File: src/design/rtca_pkg.sv
// Behaviour
// RULE1: Setting the alarm arm bit enables alarm generation and clearing it stops all alarm events.
// RULE2: With chime set, the eight-bit repeat count wraps from 0x00 to 0xFF on an event and keeps going.
// RULE3: With chime clear, the repeat count stops at 0x00 and does not wrap.
// RULE4: While disarmed, the pulse initial value bit is writable and sets the alarm pulse level.
// RULE5: While armed, writes to the pulse initial value bit are ignored and reads show the live pulse.
// RULE6: The rollover-near flag reads 0 when the prescaler is more than 32 RTC clocks from rollover.
// RULE7: The rollover-near flag reads 1 when a half-second rollover may change count and arm bit.
// RULE8: While the rollover-near flag is set, software rereads the count until two reads agree.
// RULE9: Status that changes with RTC time passes a two-stage synchroniser before any bus read; the event count is read straight from evt_cnt, unsynchronised.
// RULE10: Software finishes a read of the alarm register within 32 bus clocks.
// RULE11: Period codes 0000 to 0101 select half-second, second, 10 s, minute, 10 min and hour.
// RULE12: Codes 0110 to 1001 select day, week, month, year; 1010 to 1111 are reserved and never fire.
// RULE13: An event with count 0x00 and chime clear clears the alarm arm bit in hardware.
// RULE14: Software leaves the control fields alone while the RTC is on and the near flag is set.
// RULE15: The alarm control register is cleared only by power-on reset.
// RULE16: Each alarm event decrements the repeat count, with wrap or stop, and toggles the pulse.
package rtca_pkg;

  // ----------------------------------------------------------------
  // Register map
  // ----------------------------------------------------------------
  localparam int unsigned         ADDR_W           = 8;
  localparam logic [ADDR_W-1:0]   ALARM_CTRL_OFS   = 8'h00;
  localparam logic [ADDR_W-1:0]   EVENT_COUNT_OFS  = 8'h04;

  // ----------------------------------------------------------------
  // Field positions of alarm_control
  // ----------------------------------------------------------------
  localparam int unsigned ARM_BIT     = 15;
  localparam int unsigned CHIME_BIT   = 14;
  localparam int unsigned PULSE_BIT   = 13;
  localparam int unsigned NEAR_BIT    = 12;
  localparam int unsigned PERIOD_LSB  = 8;
  localparam int unsigned RPT_LSB     = 0;

  // ----------------------------------------------------------------
  // Reset values and limits
  // ----------------------------------------------------------------
  localparam logic [7:0]  RPT_RST     = 8'h00;
  localparam logic [7:0]  RPT_MAX     = 8'hFF;
  localparam logic [3:0]  PERIOD_RST  = 4'h0;
  localparam logic [15:0] EVT_CNT_RST = 16'h0000;
  localparam int unsigned NEAR_CLKS   = 32;
  localparam int unsigned SYNC_STAGES = 2;

  // ----------------------------------------------------------------
  // Alarm period codes
  // ----------------------------------------------------------------
  typedef enum logic [3:0] {
    PER_HALF_SEC = 4'b0000,
    PER_SECOND   = 4'b0001,
    PER_TEN_SEC  = 4'b0010,
    PER_MINUTE   = 4'b0011,
    PER_TEN_MIN  = 4'b0100,
    PER_HOUR     = 4'b0101,
    PER_DAY      = 4'b0110,
    PER_WEEK     = 4'b0111,
    PER_MONTH    = 4'b1000,
    PER_YEAR     = 4'b1001
  } rtca_period_e;

  localparam int unsigned NUM_PERIODS = 10;

  // AHB transfer and size codes
  localparam logic [1:0] HTRANS_NONSEQ = 2'b10;
  localparam logic [2:0] HSIZE_WORD    = 3'b010;

endpackage

File: src/design/rtca_alarm_ctrl.sv
// The address map and register access over AHB-Lite are this design's own decisions.
module rtca_alarm_ctrl #(
  parameter int unsigned PRESC_W = 16
) (
  input  wire logic                       mclk,
  input  wire logic                       rst_b,
  input  wire logic                       hsel,
  input  wire logic [31:0]                haddr,
  input  wire logic [1:0]                 htrans,
  input  wire logic                       hwrite,
  input  wire logic [2:0]                 hsize,
  input  wire logic [31:0]                hwdata,
  input  wire logic                       hready,
  output logic                            hreadyout,
  output logic                            hresp,
  output logic [31:0]                     hrdata,
  input  wire logic                       rtc_on,
  input  wire logic                       half_sec_tick,
  input  wire logic [PRESC_W-1:0]         presc_left,
  input  wire logic [rtca_pkg::NUM_PERIODS-1:0] period_match,
  output logic                            alarm_pulse,
  output logic                            alarm_event
);

  // ----------------------------------------------------------------
  // State
  // ----------------------------------------------------------------
  typedef struct packed {
    logic                        ready;
    logic                        wr_pend;
    logic [rtca_pkg::ADDR_W-1:0] wr_addr;
    logic [31:0]                 rdata;
    logic                        arm;
    logic                        chime;
    logic                        pulse;
    logic [3:0]                  period;
    logic [7:0]                  rpt;
    logic [15:0]                 evt_cnt;
    logic                        evt;
  } rtca_state_s;

  localparam int unsigned STAT_W = 11;

  rtca_state_s      r_q;
  rtca_state_s      r_d;
  logic [STAT_W-1:0] stat_raw;
  logic [STAT_W-1:0] stat_sync;
  logic              near_raw;
  logic              arm_s;
  logic              pulse_s;
  logic              near_s;
  logic [7:0]        rpt_s;
  logic              period_hit;
  logic              fire;
  logic              addr_phase;
  logic [rtca_pkg::NUM_PERIODS-1:0] sel_match;

  // ----------------------------------------------------------------
  // Rollover proximity
  // ----------------------------------------------------------------
  // RULE6: far from rollover
  // RULE7: near rollover flags
  // Stopped prescaler never rolls over, so flag stays low while off
  assign near_raw = rtc_on &&
                    (presc_left <= PRESC_W'(rtca_pkg::NEAR_CLKS));

  // ----------------------------------------------------------------
  // Status crossing toward bus reads
  // ----------------------------------------------------------------
  // RULE9: synchronise status
  assign stat_raw = {r_q.arm, r_q.pulse, near_raw, r_q.rpt};

  rtca_sync #(
    .W (STAT_W)
  ) u_stat_sync (
    .mclk  (mclk),
    .rst_b (rst_b),
    .d     (stat_raw),
    .q     (stat_sync)
  );

  assign arm_s   = stat_sync[10];
  assign pulse_s = stat_sync[9];
  assign near_s  = stat_sync[8];
  assign rpt_s   = stat_sync[7:0];

  // ----------------------------------------------------------------
  // Period selection
  // ----------------------------------------------------------------
  // RULE11: short period codes
  // RULE12: long period codes
  // Leap-day yearly alarms rely on the comparator only matching real dates
  genvar gi;
  generate
    for (gi = 0; gi < rtca_pkg::NUM_PERIODS; gi++) begin : g_sel
      assign sel_match[gi] = period_match[gi] && (r_q.period == 4'(gi));
    end
  endgenerate

  // Reserved codes select no match line
  assign period_hit = |sel_match;

  // RULE1: arm gates events
  assign fire = r_q.arm && half_sec_tick && period_hit;

  // ----------------------------------------------------------------
  // Bus address phase
  // ----------------------------------------------------------------
  assign addr_phase = hsel && hready && (htrans == rtca_pkg::HTRANS_NONSEQ);

  // ----------------------------------------------------------------
  // Next state
  // ----------------------------------------------------------------
  always_comb begin
    r_d       = r_q;
    r_d.ready = 1'b1;
    r_d.evt   = 1'b0;

    // Address phase: capture writes, answer reads one cycle later
    r_d.wr_pend = 1'b0;
    if (addr_phase && hwrite && (hsize == rtca_pkg::HSIZE_WORD)) begin
      r_d.wr_pend = 1'b1;
      r_d.wr_addr = haddr[rtca_pkg::ADDR_W-1:0];
    end
    if (addr_phase && !hwrite) begin
      case (haddr[rtca_pkg::ADDR_W-1:0])
        rtca_pkg::ALARM_CTRL_OFS: begin
          r_d.rdata = '0;
          // RULE5: live pulse level
          r_d.rdata[rtca_pkg::ARM_BIT]   = arm_s;
          r_d.rdata[rtca_pkg::CHIME_BIT] = r_q.chime;
          r_d.rdata[rtca_pkg::PULSE_BIT] = pulse_s;
          // RULE7: flag reported
          r_d.rdata[rtca_pkg::NEAR_BIT]  = near_s;
          r_d.rdata[rtca_pkg::PERIOD_LSB +: 4] = r_q.period;
          r_d.rdata[rtca_pkg::RPT_LSB +: 8]    = rpt_s;
        end
        rtca_pkg::EVENT_COUNT_OFS: begin
          r_d.rdata = {16'h0000, r_q.evt_cnt};
        end
        default: begin
          r_d.rdata = 32'h0000_0000;
        end
      endcase
    end

    // Data phase write
    if (r_q.wr_pend) begin
      case (r_q.wr_addr)
        rtca_pkg::ALARM_CTRL_OFS: begin
          // RULE1: software arm control
          r_d.arm    = hwdata[rtca_pkg::ARM_BIT];
          r_d.chime  = hwdata[rtca_pkg::CHIME_BIT];
          r_d.period = hwdata[rtca_pkg::PERIOD_LSB +: 4];
          r_d.rpt    = hwdata[rtca_pkg::RPT_LSB +: 8];
          // RULE4: initial level load
          // RULE5: armed ignores write
          if (!r_q.arm) begin
            r_d.pulse = hwdata[rtca_pkg::PULSE_BIT];
          end
        end
        rtca_pkg::EVENT_COUNT_OFS: begin
          r_d.evt_cnt = rtca_pkg::EVT_CNT_RST;
        end
        default: begin
          r_d.evt_cnt = r_q.evt_cnt;
        end
      endcase
    end

    // Alarm event; hardware update wins over a same-cycle write
    if (fire) begin
      r_d.evt     = 1'b1;
      r_d.evt_cnt = r_q.evt_cnt + 16'h0001;
      // RULE16: toggle pulse
      r_d.pulse   = !r_q.pulse;
      if (r_q.rpt != rtca_pkg::RPT_RST) begin
        // RULE16: decrement count
        r_d.rpt = r_q.rpt - 8'h01;
      end else if (r_q.chime) begin
        // RULE2: chime wraps
        r_d.rpt = rtca_pkg::RPT_MAX;
      end else begin
        // RULE3: stop at zero
        r_d.rpt = rtca_pkg::RPT_RST;
        // RULE13: hardware disarm
        r_d.arm = 1'b0;
      end
    end
  end

  // ----------------------------------------------------------------
  // Registers
  // ----------------------------------------------------------------
  // RULE15: power-on reset only
  // Other system resets must not be wired to rst_b
  always_ff @(posedge mclk) begin
    if (!rst_b) begin
      r_q         <= '0;
      r_q.ready   <= 1'b1;
      r_q.period  <= rtca_pkg::PERIOD_RST;
      r_q.rpt     <= rtca_pkg::RPT_RST;
      r_q.evt_cnt <= rtca_pkg::EVT_CNT_RST;
    end else begin
      r_q <= r_d;
    end
  end

  // ----------------------------------------------------------------
  // Outputs
  // ----------------------------------------------------------------
  assign hreadyout   = r_q.ready;
  assign hresp       = 1'b0;
  assign hrdata      = r_q.rdata;
  assign alarm_pulse = r_q.pulse;
  assign alarm_event = r_q.evt;

endmodule

File: src/design/rtca_sync.sv
module rtca_sync #(
  parameter int unsigned W = 1
) (
  input  wire logic         mclk,
  input  wire logic         rst_b,
  input  wire logic [W-1:0] d,
  output logic      [W-1:0] q
);

  // ----------------------------------------------------------------
  // Two-stage synchroniser
  // ----------------------------------------------------------------
  typedef struct packed {
    logic [W-1:0] meta;
    logic [W-1:0] stable;
  } rtca_sync_s;

  rtca_sync_s s_q;
  rtca_sync_s s_d;

  // First stage feeds only the second
  always_comb begin
    s_d        = s_q;
    s_d.meta   = d;
    s_d.stable = s_q.meta;
  end

  always_ff @(posedge mclk) begin
    if (!rst_b) begin
      s_q <= '0;
    end else begin
      s_q <= s_d;
    end
  end

  assign q = s_q.stable;

endmodule

File: config.mk
export PLATFORM = sky130hd
export DESIGN_NAME = rtca_alarm_ctrl
export DESIGN_NICKNAME = d
export VERILOG_FILES = /design/src/design/rtca_pkg.sv /design/src/design/rtca_alarm_ctrl.sv /design/src/design/rtca_sync.sv
export SDC_FILE = /design/constraint.sdc
export NUM_CORES = 1
export LEC_CHECK = 0
export BUFFER_PORTS_ARGS = -buffer_cell sky130_fd_sc_hd__buf_2
export CORE_ASPECT_RATIO = 1.1
export CORE_MARGIN = 3
export CORE_UTILIZATION = 39
export CTS_CLUSTER_SIZE = 28
export DETAILED_ROUTE_END_ITERATION = 6
export PLACE_DENSITY = 0.74
export SLEW_MARGIN = 20
export SYNTH_ARGS = -nofsm -noshare
export SYNTH_HDL_FRONTEND = slang
export SYNTH_SLANG_ARGS = --single-unit
File: constraint.sdc
create_clock -name mclk -period 5.3 [get_ports mclk]
set_clock_uncertainty 0.1 [all_clocks]
set_input_delay 0.265 -clock mclk [delete_from_list [all_inputs] [get_ports mclk]]
set_output_delay 0.265 -clock mclk [all_outputs]
set_load 0.01 [all_outputs]
## Word-level counts from Yosys, hierarchy flattened

Index checks and enable logic that the tools add are counted.

| word-level totals | value |
|---|---|
| memories kept | 0 |
| bits of input ports | 102 |
| ROM bits | 0 |
| RAM bits | 0 |
| register bits | 96 |
| bits in latches | 0 |

| operators by class | value |
|---|---|
| equality and inequality tests | 14 |
| $add $sub $neg | 2 |
| multipliers | 0 |
| shift-type cells | 0 |
| $lt $le $gt $ge | 1 |
| muxes and demuxes | 13 |
| divide/modulo/power cells | 0 |
| reductions and logical operators | 32 |
| bitwise logic cells | 0 |

Operators with widths:

| operator | count |
|---|---|
| one-hot mux 16 bit (2 select lines) | 1 |
| two-way mux 31 bit | 1 |
| two-way mux 25 bit | 1 |
| logical AND 1 bit | 18 |
| adder 16 x 1 -> 16 bit (second input constant) | 1 |
| == test 4 x 3 -> 1 bit (second input constant) | 4 |
| == test 8 x 3 -> 1 bit (second input constant) | 2 |
| <= comparator 16 x 6 -> 1 bit (second input constant) | 1 |
| zero test 8 bit | 2 |
| two-way mux 16 bit | 1 |
| two-way mux 8 bit | 2 |
| two-way mux 15 bit | 1 |
| OR reduction 10 bit | 1 |
| two-way mux 9 bit | 1 |
| == test 4 x 2 -> 1 bit (second input constant) | 2 |
| == test 4 bit (second input constant) | 2 |
| nonzero test 8 bit | 1 |
| subtractor 8 x 1 -> 8 bit (second input constant) | 1 |
| AND reduction 2 bit | 3 |
| nonzero test 2 bit | 3 |
| two-way mux 1 bit | 5 |
| == test 4 x 1 -> 1 bit (second input constant) | 1 |
| zero test 4 bit | 1 |
| == test 3 x 2 -> 1 bit (second input constant) | 1 |
| other kinds (4) | 5 |

## Logic depth before layout (Yosys ltp)

| depth | value |
|---|---|
| depth after elaboration | 6 |
| depth in mapped cells | 8 |
| gate-level depth less buffers | 7 |

## Hierarchy

From an unflattened synthesis, not the netlist that was laid out.

| second synthesis, totals | value |
|---|---|
| cells, all modules | 430 |
| area, all modules | 3905.0 um^2 |

Modules (own cells, without submodules):

| module | area each (um^2) | cells each | instances |
|---|---|---|---|
| rtca_alarm_ctrl | 3284.4 | 384 | 1 |
| rtca_sync | 620.6 | 46 | 1 |

## Worst setup path after synthesis

OpenSTA, ideal clock, no wires.

| timing | value |
|---|---|
| path type | register to register |
| from | register r_q[25] in the netlist's numbering |
| to | register r_q[12] in the netlist's numbering |
| data arrival time | 1.780 ns |
| cell stages (with the launch flop) | 8 |
| setup time | 0.120 ns |
| setup slack | 3.301 ns |
| path through | dfxtp_1 > mux4_2 > nand2b_2 > nand4_2 > inv_2 > buf_2 > and3_1 > a211o_1 |

| between the ends | value |
|---|---|
| word-level cells in the longest chain between the ends | 6 |

RTL lines:

| what | RTL line | text |
|---|---|---|
| start, declared | rtca_alarm_ctrl.sv:44 | `rtca_state_s r_q;` |
| start signal, assigned | rtca_alarm_ctrl.sv:205 | `r_q <= r_d;` |
| == test 4 x 1 -> 1 bit (tied with other cells) | rtca_alarm_ctrl.sv:96 | `assign sel_match[gi] = period_match[gi] && (r_q.period == 4'(gi));` |
| logical AND 1 bit | rtca_alarm_ctrl.sv:96 |  |
| OR reduction 10 bit * | rtca_alarm_ctrl.sv:101 | `assign period_hit = \|sel_match;` |
| logical AND 1 bit * | rtca_alarm_ctrl.sv:104 | `assign fire = r_q.arm && half_sec_tick && period_hit;` |
| nonzero test 2 bit (no source line) | -- |  |
| AND reduction 2 bit (no source line) | -- |  |

Mark *: on every way between the ends. The rest lies on a longest branch, timed or not.
A chain may end at the register's enable or synchronous reset.

## Worst setup path in the final report

| timing | value |
|---|---|
| from | register r_q[25] in the netlist's numbering |
| to | register r_q[1] in the netlist's numbering |

Same word-level chain as after synthesis.

==> tab_implementation.tex <==
\begin{tabular}{lr}
\hline
Metric & Value \\
\hline
\multicolumn{2}{l}{\textbf{Status}} \\
\quad Result of the run & completed \\
\multicolumn{2}{l}{\textbf{Worst setup path}} \\
\quad Buffers \& Inverters on Critical Path & 0 \\
\quad CP max stage delay & around 560 ps \\
\quad Cells along the critical path & mux4\_2 > nand2b\_2 > nand3\_2 > and3\_1 > mux2\_2 \\
\quad Timing startpoint of the critical path & r\_q[25]\$\_SDFFE\_PN0P\_ \\
\quad WP data required & $\sim$5500 ps \\
\quad Crit path launch type & flop \\
\quad Crit end category & flop \\
\quad Maximum fanout along the worst path & 22 \\
\quad R2r worst-path depth & 5 \\
\quad Cell with the largest stage delay on the worst path & and3\_1 \\
\quad FF-to-FF setup slack & about 2700 ps \\
\quad Terminus of the critical flop-to-flop path & r\_q[1]\$\_SDFFE\_PN0P\_ \\
\quad Critical Setup Path Class & reg2reg \\
\quad Top cell family by delay on the critical path & simple AND/OR/NAND/NOR gates \\
\quad Data arrival time of the worst path & 2810 ps \\
\quad RR Startpoint & r\_q[25]\$\_SDFFE\_PN0P\_ \\
\multicolumn{2}{l}{\textbf{Finish}} \\
\quad Number of fillers in the final layout & about 930 \\
\quad Area growth, synth to finish & 12.4\% \\
\quad Commonest non-fill, non-tap cells in the layout & dfxtp\_1 (79), buf\_2 (78), nor2\_1 (38), mux2i\_1 (34), and2\_1 (19) \\
\quad Antenna Diode Count & 0 \\
\quad Share of final-layout standard cells stronger than drive strength 1 & 0.254 \\
\quad Filler-free cell count of the finished design & between 500 and 600 \\
\quad Commonest non-fill, non-tap cell in the layout & dfxtp\_1 \\
\quad Net count of the finished layout & about 550 \\
\multicolumn{2}{l}{\textbf{Clock network}} \\
\quad Maximum level of the CTS H-tree & 3 \\
\quad Clock Path Buffers & 2 \\
\quad Count of cells resized by post-cts repair & 0 \\
\quad Number of hold buffers added after CTS & 0 \\
\quad TritonCTS clock tree & built \\
\quad Clock-pin slew of the registers on the worst-case setup and hold paths & around 80 ps \\
\quad CTS buffer count & 9 \\
\quad Postcts setup bufs & 0 \\
\quad Sink Count & 79 \\
\quad Root buf cell & clkbuf\_8 \\
\quad Clock latency reported for the late side of the worst-skew pair & 350 ps \\
\multicolumn{2}{l}{\textbf{Placed design}} \\
\quad Final estimated routing congestion in global placement & roughly 0.80 \\
\quad Detailed placer's ending HPWL & between 5000 and 6000 um \\
\quad Worst Setup Slack post-DPL & about 2700 ps \\
\quad Placed insts & about 550 \\
\quad Number of input and output port buffers inserted & 78 \\
\multicolumn{2}{l}{\textbf{Die}} \\
\quad Die X-Extent & 100 um \\
\quad Chip height & roughly 110 um \\
\quad Core Footprint & about 0.0094 sq mm \\
\quad Floorplan row count & 37 \\
\quad Io pins & about 140 \\
\quad Area of the die & about 0.011 sq mm \\
\quad Effective utilization at floorplan & 0.402 \\
\multicolumn{2}{l}{\textbf{Worst hold path}} \\
\quad Number of cells on the worst hold path & 3 \\
\quad Endpoint, Worst Hold & r\_q[26]\$\_SDFFE\_PN0P\_ \\
\quad Hold/Removal Path Class & in2reg \\
\quad Hold path start & hwdata[9] \\
\multicolumn{2}{l}{\textbf{Detailed routing}} \\
\quad Average wire per standard cell & $\sim$14 um \\
\quad WL final & roughly 8000 um \\
\quad Post-route DRC violation count & 0 \\
\quad Detailed-route vias per instance & approximately 5.1 \\
\quad Iteration-0 DRC Markers & $\sim$140 \\
\quad Detailed Routing Iterations Pass 1 & 4 \\
\quad Antenna-violating nets left & 0 \\
\quad Detailed-route via count & between 2000 and 3000 \\
\multicolumn{2}{l}{\textbf{Timing}} \\
\quad Hold Fails Final Rpt & 0 \\
\quad Final hold slack & roughly 46 ps \\
\quad Setup violators final & 0 \\
\quad Tightest Pin Transition & 863 ps \\
\quad Max\_slew headroom & 0.423 \\
\quad Final worst-path setup slack & roughly 2700 ps \\
\quad Max-slew violation total from the final report & 0 \\
\quad Peak clock frequency supported by timing & 0.383 GHz \\
\quad Setup repair after global routing missed its margin & false \\
\quad Final critical-path required period & between 2000 and 3000 ps \\
\quad Final worst-path cycle share & 0.493 \\
\quad Post-route setup TNS & 0 ps \\
\multicolumn{2}{l}{\textbf{Synthesis}} \\
\quad Post-synth top flop & dfxtp\_1 \\
\quad Syn\_area\_per\_cell & between 9 and 10 sq um \\
\quad Register area share after synthesis & 0.416 \\
\quad Fraction of registers with async set or reset after synthesis & 0 \\
\quad Synthesized netlist cell count & approximately 400 \\
\quad Library cell with the largest summed area after synthesis & dfxtp\_1 \\
\quad Number of enable-type register cells in the synthesized netlist & 0 \\
\quad Area of the mapped netlist & roughly 0.0038 sq mm \\
\quad YS warnings & 0 \\
\quad Count of unique library cells instantiated by Yosys & 54 \\
\quad Proportion of netlist area held by the largest area contributor & 0.416 \\
\quad Number of register bits inferred by synthesis & slightly below 80 \\
\quad Most area-consuming cells after synthesis & dfxtp\_1 (42\%), mux2i\_1 (9.0\%), buf\_4 (6.7\%) \\
\multicolumn{2}{l}{\textbf{Power and ir drop}} \\
\quad Sw power & 247 uW \\
\quad Register share of total power & 0.514 \\
\quad Worst vdd rail ir drop & roughly 0.18 mV \\
\quad Clock network power share & 0.441 \\
\quad Internal Dissipation & 907 uW \\
\quad Combinational share of power & 0.045 \\
\quad Leakage & 0.00193 uW \\
\quad Cell Pwr Density & approximately 270 mW/mm\^{}2 \\
\quad Tot Pwr & 1150 uW \\
\quad Switching share of power & 0.214 \\
\multicolumn{2}{l}{\textbf{Flow run}} \\
\quad Maximum capacitance violations & 0 \\
\multicolumn{2}{l}{\textbf{Global routing}} \\
\quad Number of antenna violations at the first check in global routing & 0 \\
\quad Final global-route overflow total & 0 \\
\quad Wire length of the first global-routing pass & 12500 um \\
\quad Maximum number of pins on one net before global-route repair & 29 \\
\quad Aggregate global-route resource usage & 0.144 \\
\quad Via count of the first global-routing pass & 2624 \\
\hline
\end{tabular}
==> metrics by stage <==
stage               utilization  instance area (sq um)
floorplan                     -                   3860
CTS                       0.452                   4270
global route              0.452                   4270
finish                    0.452                   4270
global placement          0.428                   4040
detailed placement        0.428                   4040
==> kinds of logic (layout without fill, tap and decap cells) <==
family / Yosys count / after routing / synth area share
and+or+nand+nor: 141 / 141 / 0.204
DFF: 79 / 79 / 0.416
buffers and inverters: 62 / 102 / 0.103
AOI/OAI and AO/OA: 59 / 59 / 0.126
muxes: 45 / 45 / 0.125
xor gates and xnor gates: 6 / 6 / 0.0138
adders and majority gates: 3 / 3 / 0.00988
other: 2 / 18 / 0.00198
==> sequential cells by signal, summed over array words and instances, names as in the netlist <==
register         count
alarm_event          1
alarm_pulse          1
hrdata              16
r_q                 39
u_stat_sync.q       11
u_stat_sync.s_d     11
==> how the worst max path moves through the flow <==
stage,to,cells past startpoint
global placement,r_q[1]$_SDFFE_PN0P_,5
finish,r_q[1]$_SDFFE_PN0P_,5
global route,r_q[1]$_SDFFE_PN0P_,5
floorplan,r_q[12]$_SDFFE_PN0P_,7
detailed placement,r_q[1]$_SDFFE_PN0P_,5
CTS,r_q[1]$_SDFFE_PN0P_,5
==> power by group through the flow <==
| stage | registers (uW) | logic, uW | clock network (uW) |
|---|---|---|---|
| finish | 594 | 51.4 | 509 |
| CTS | 594 | 51.6 | 514 |
| detailed placement | 608 | 51.5 | 0 |
| global placement | 608 | 50.3 | 0 |
| global route | 594 | 57.4 | 538 |
| floorplan | 608 | 36.4 | 0 |
==> area by class of cell <==
cell class / count / area [sq um] / area share
Multi-Input combinational cell: 272 / 1890 / 0.442
Sequential cell: 79 / 1580 / 0.370
Timing Repair Buffer: 79 / 398 / 0.0931
Clock buffer: 11 / 151 / 0.0354
Tap cell: 117 / 146 / 0.0343
Clock inverter: 5 / 78.8 / 0.0185
Inverter: 7 / 26.3 / 0.00615
==> metal layers <==
layer,wire length (um),share of wire,up-vias,global-route usage
met5,0,0,-,0
met4,125,0.016,0,0.0587
met3,353,0.044,13,0.0425
met2,4040,0.51,59,0.242
met1,3450,0.43,1382,0.172
li1,-,-,1476,-
==> worst min-delay path: stages <==
cell and delay [ps]:
buf_2 70, mux2i_1 50, nor2_1 80
==> synth_stat cells, types with 3 or more instances <==
master     number
dfxtp_1        79
nor2_1         38
buf_4          34
mux2i_1        34
and2_1         19
nand2_1        17
a2bb2oi_1      16
nor3_1         16
a211o_1        15
a21oi_1        10
and3_1         10
clkbuf_1       10
mux2_2          8
nand3_1         7
buf_2           6
inv_1           5
nand4_1         5
nor4_1          5
xnor2_1         5
and4_1          4
a22o_1          3
buf_6           3
ha_1            3
nand2b_1        3
nor3b_1         3
o21ai_0         3
Power figures use the tool's default switching activity.
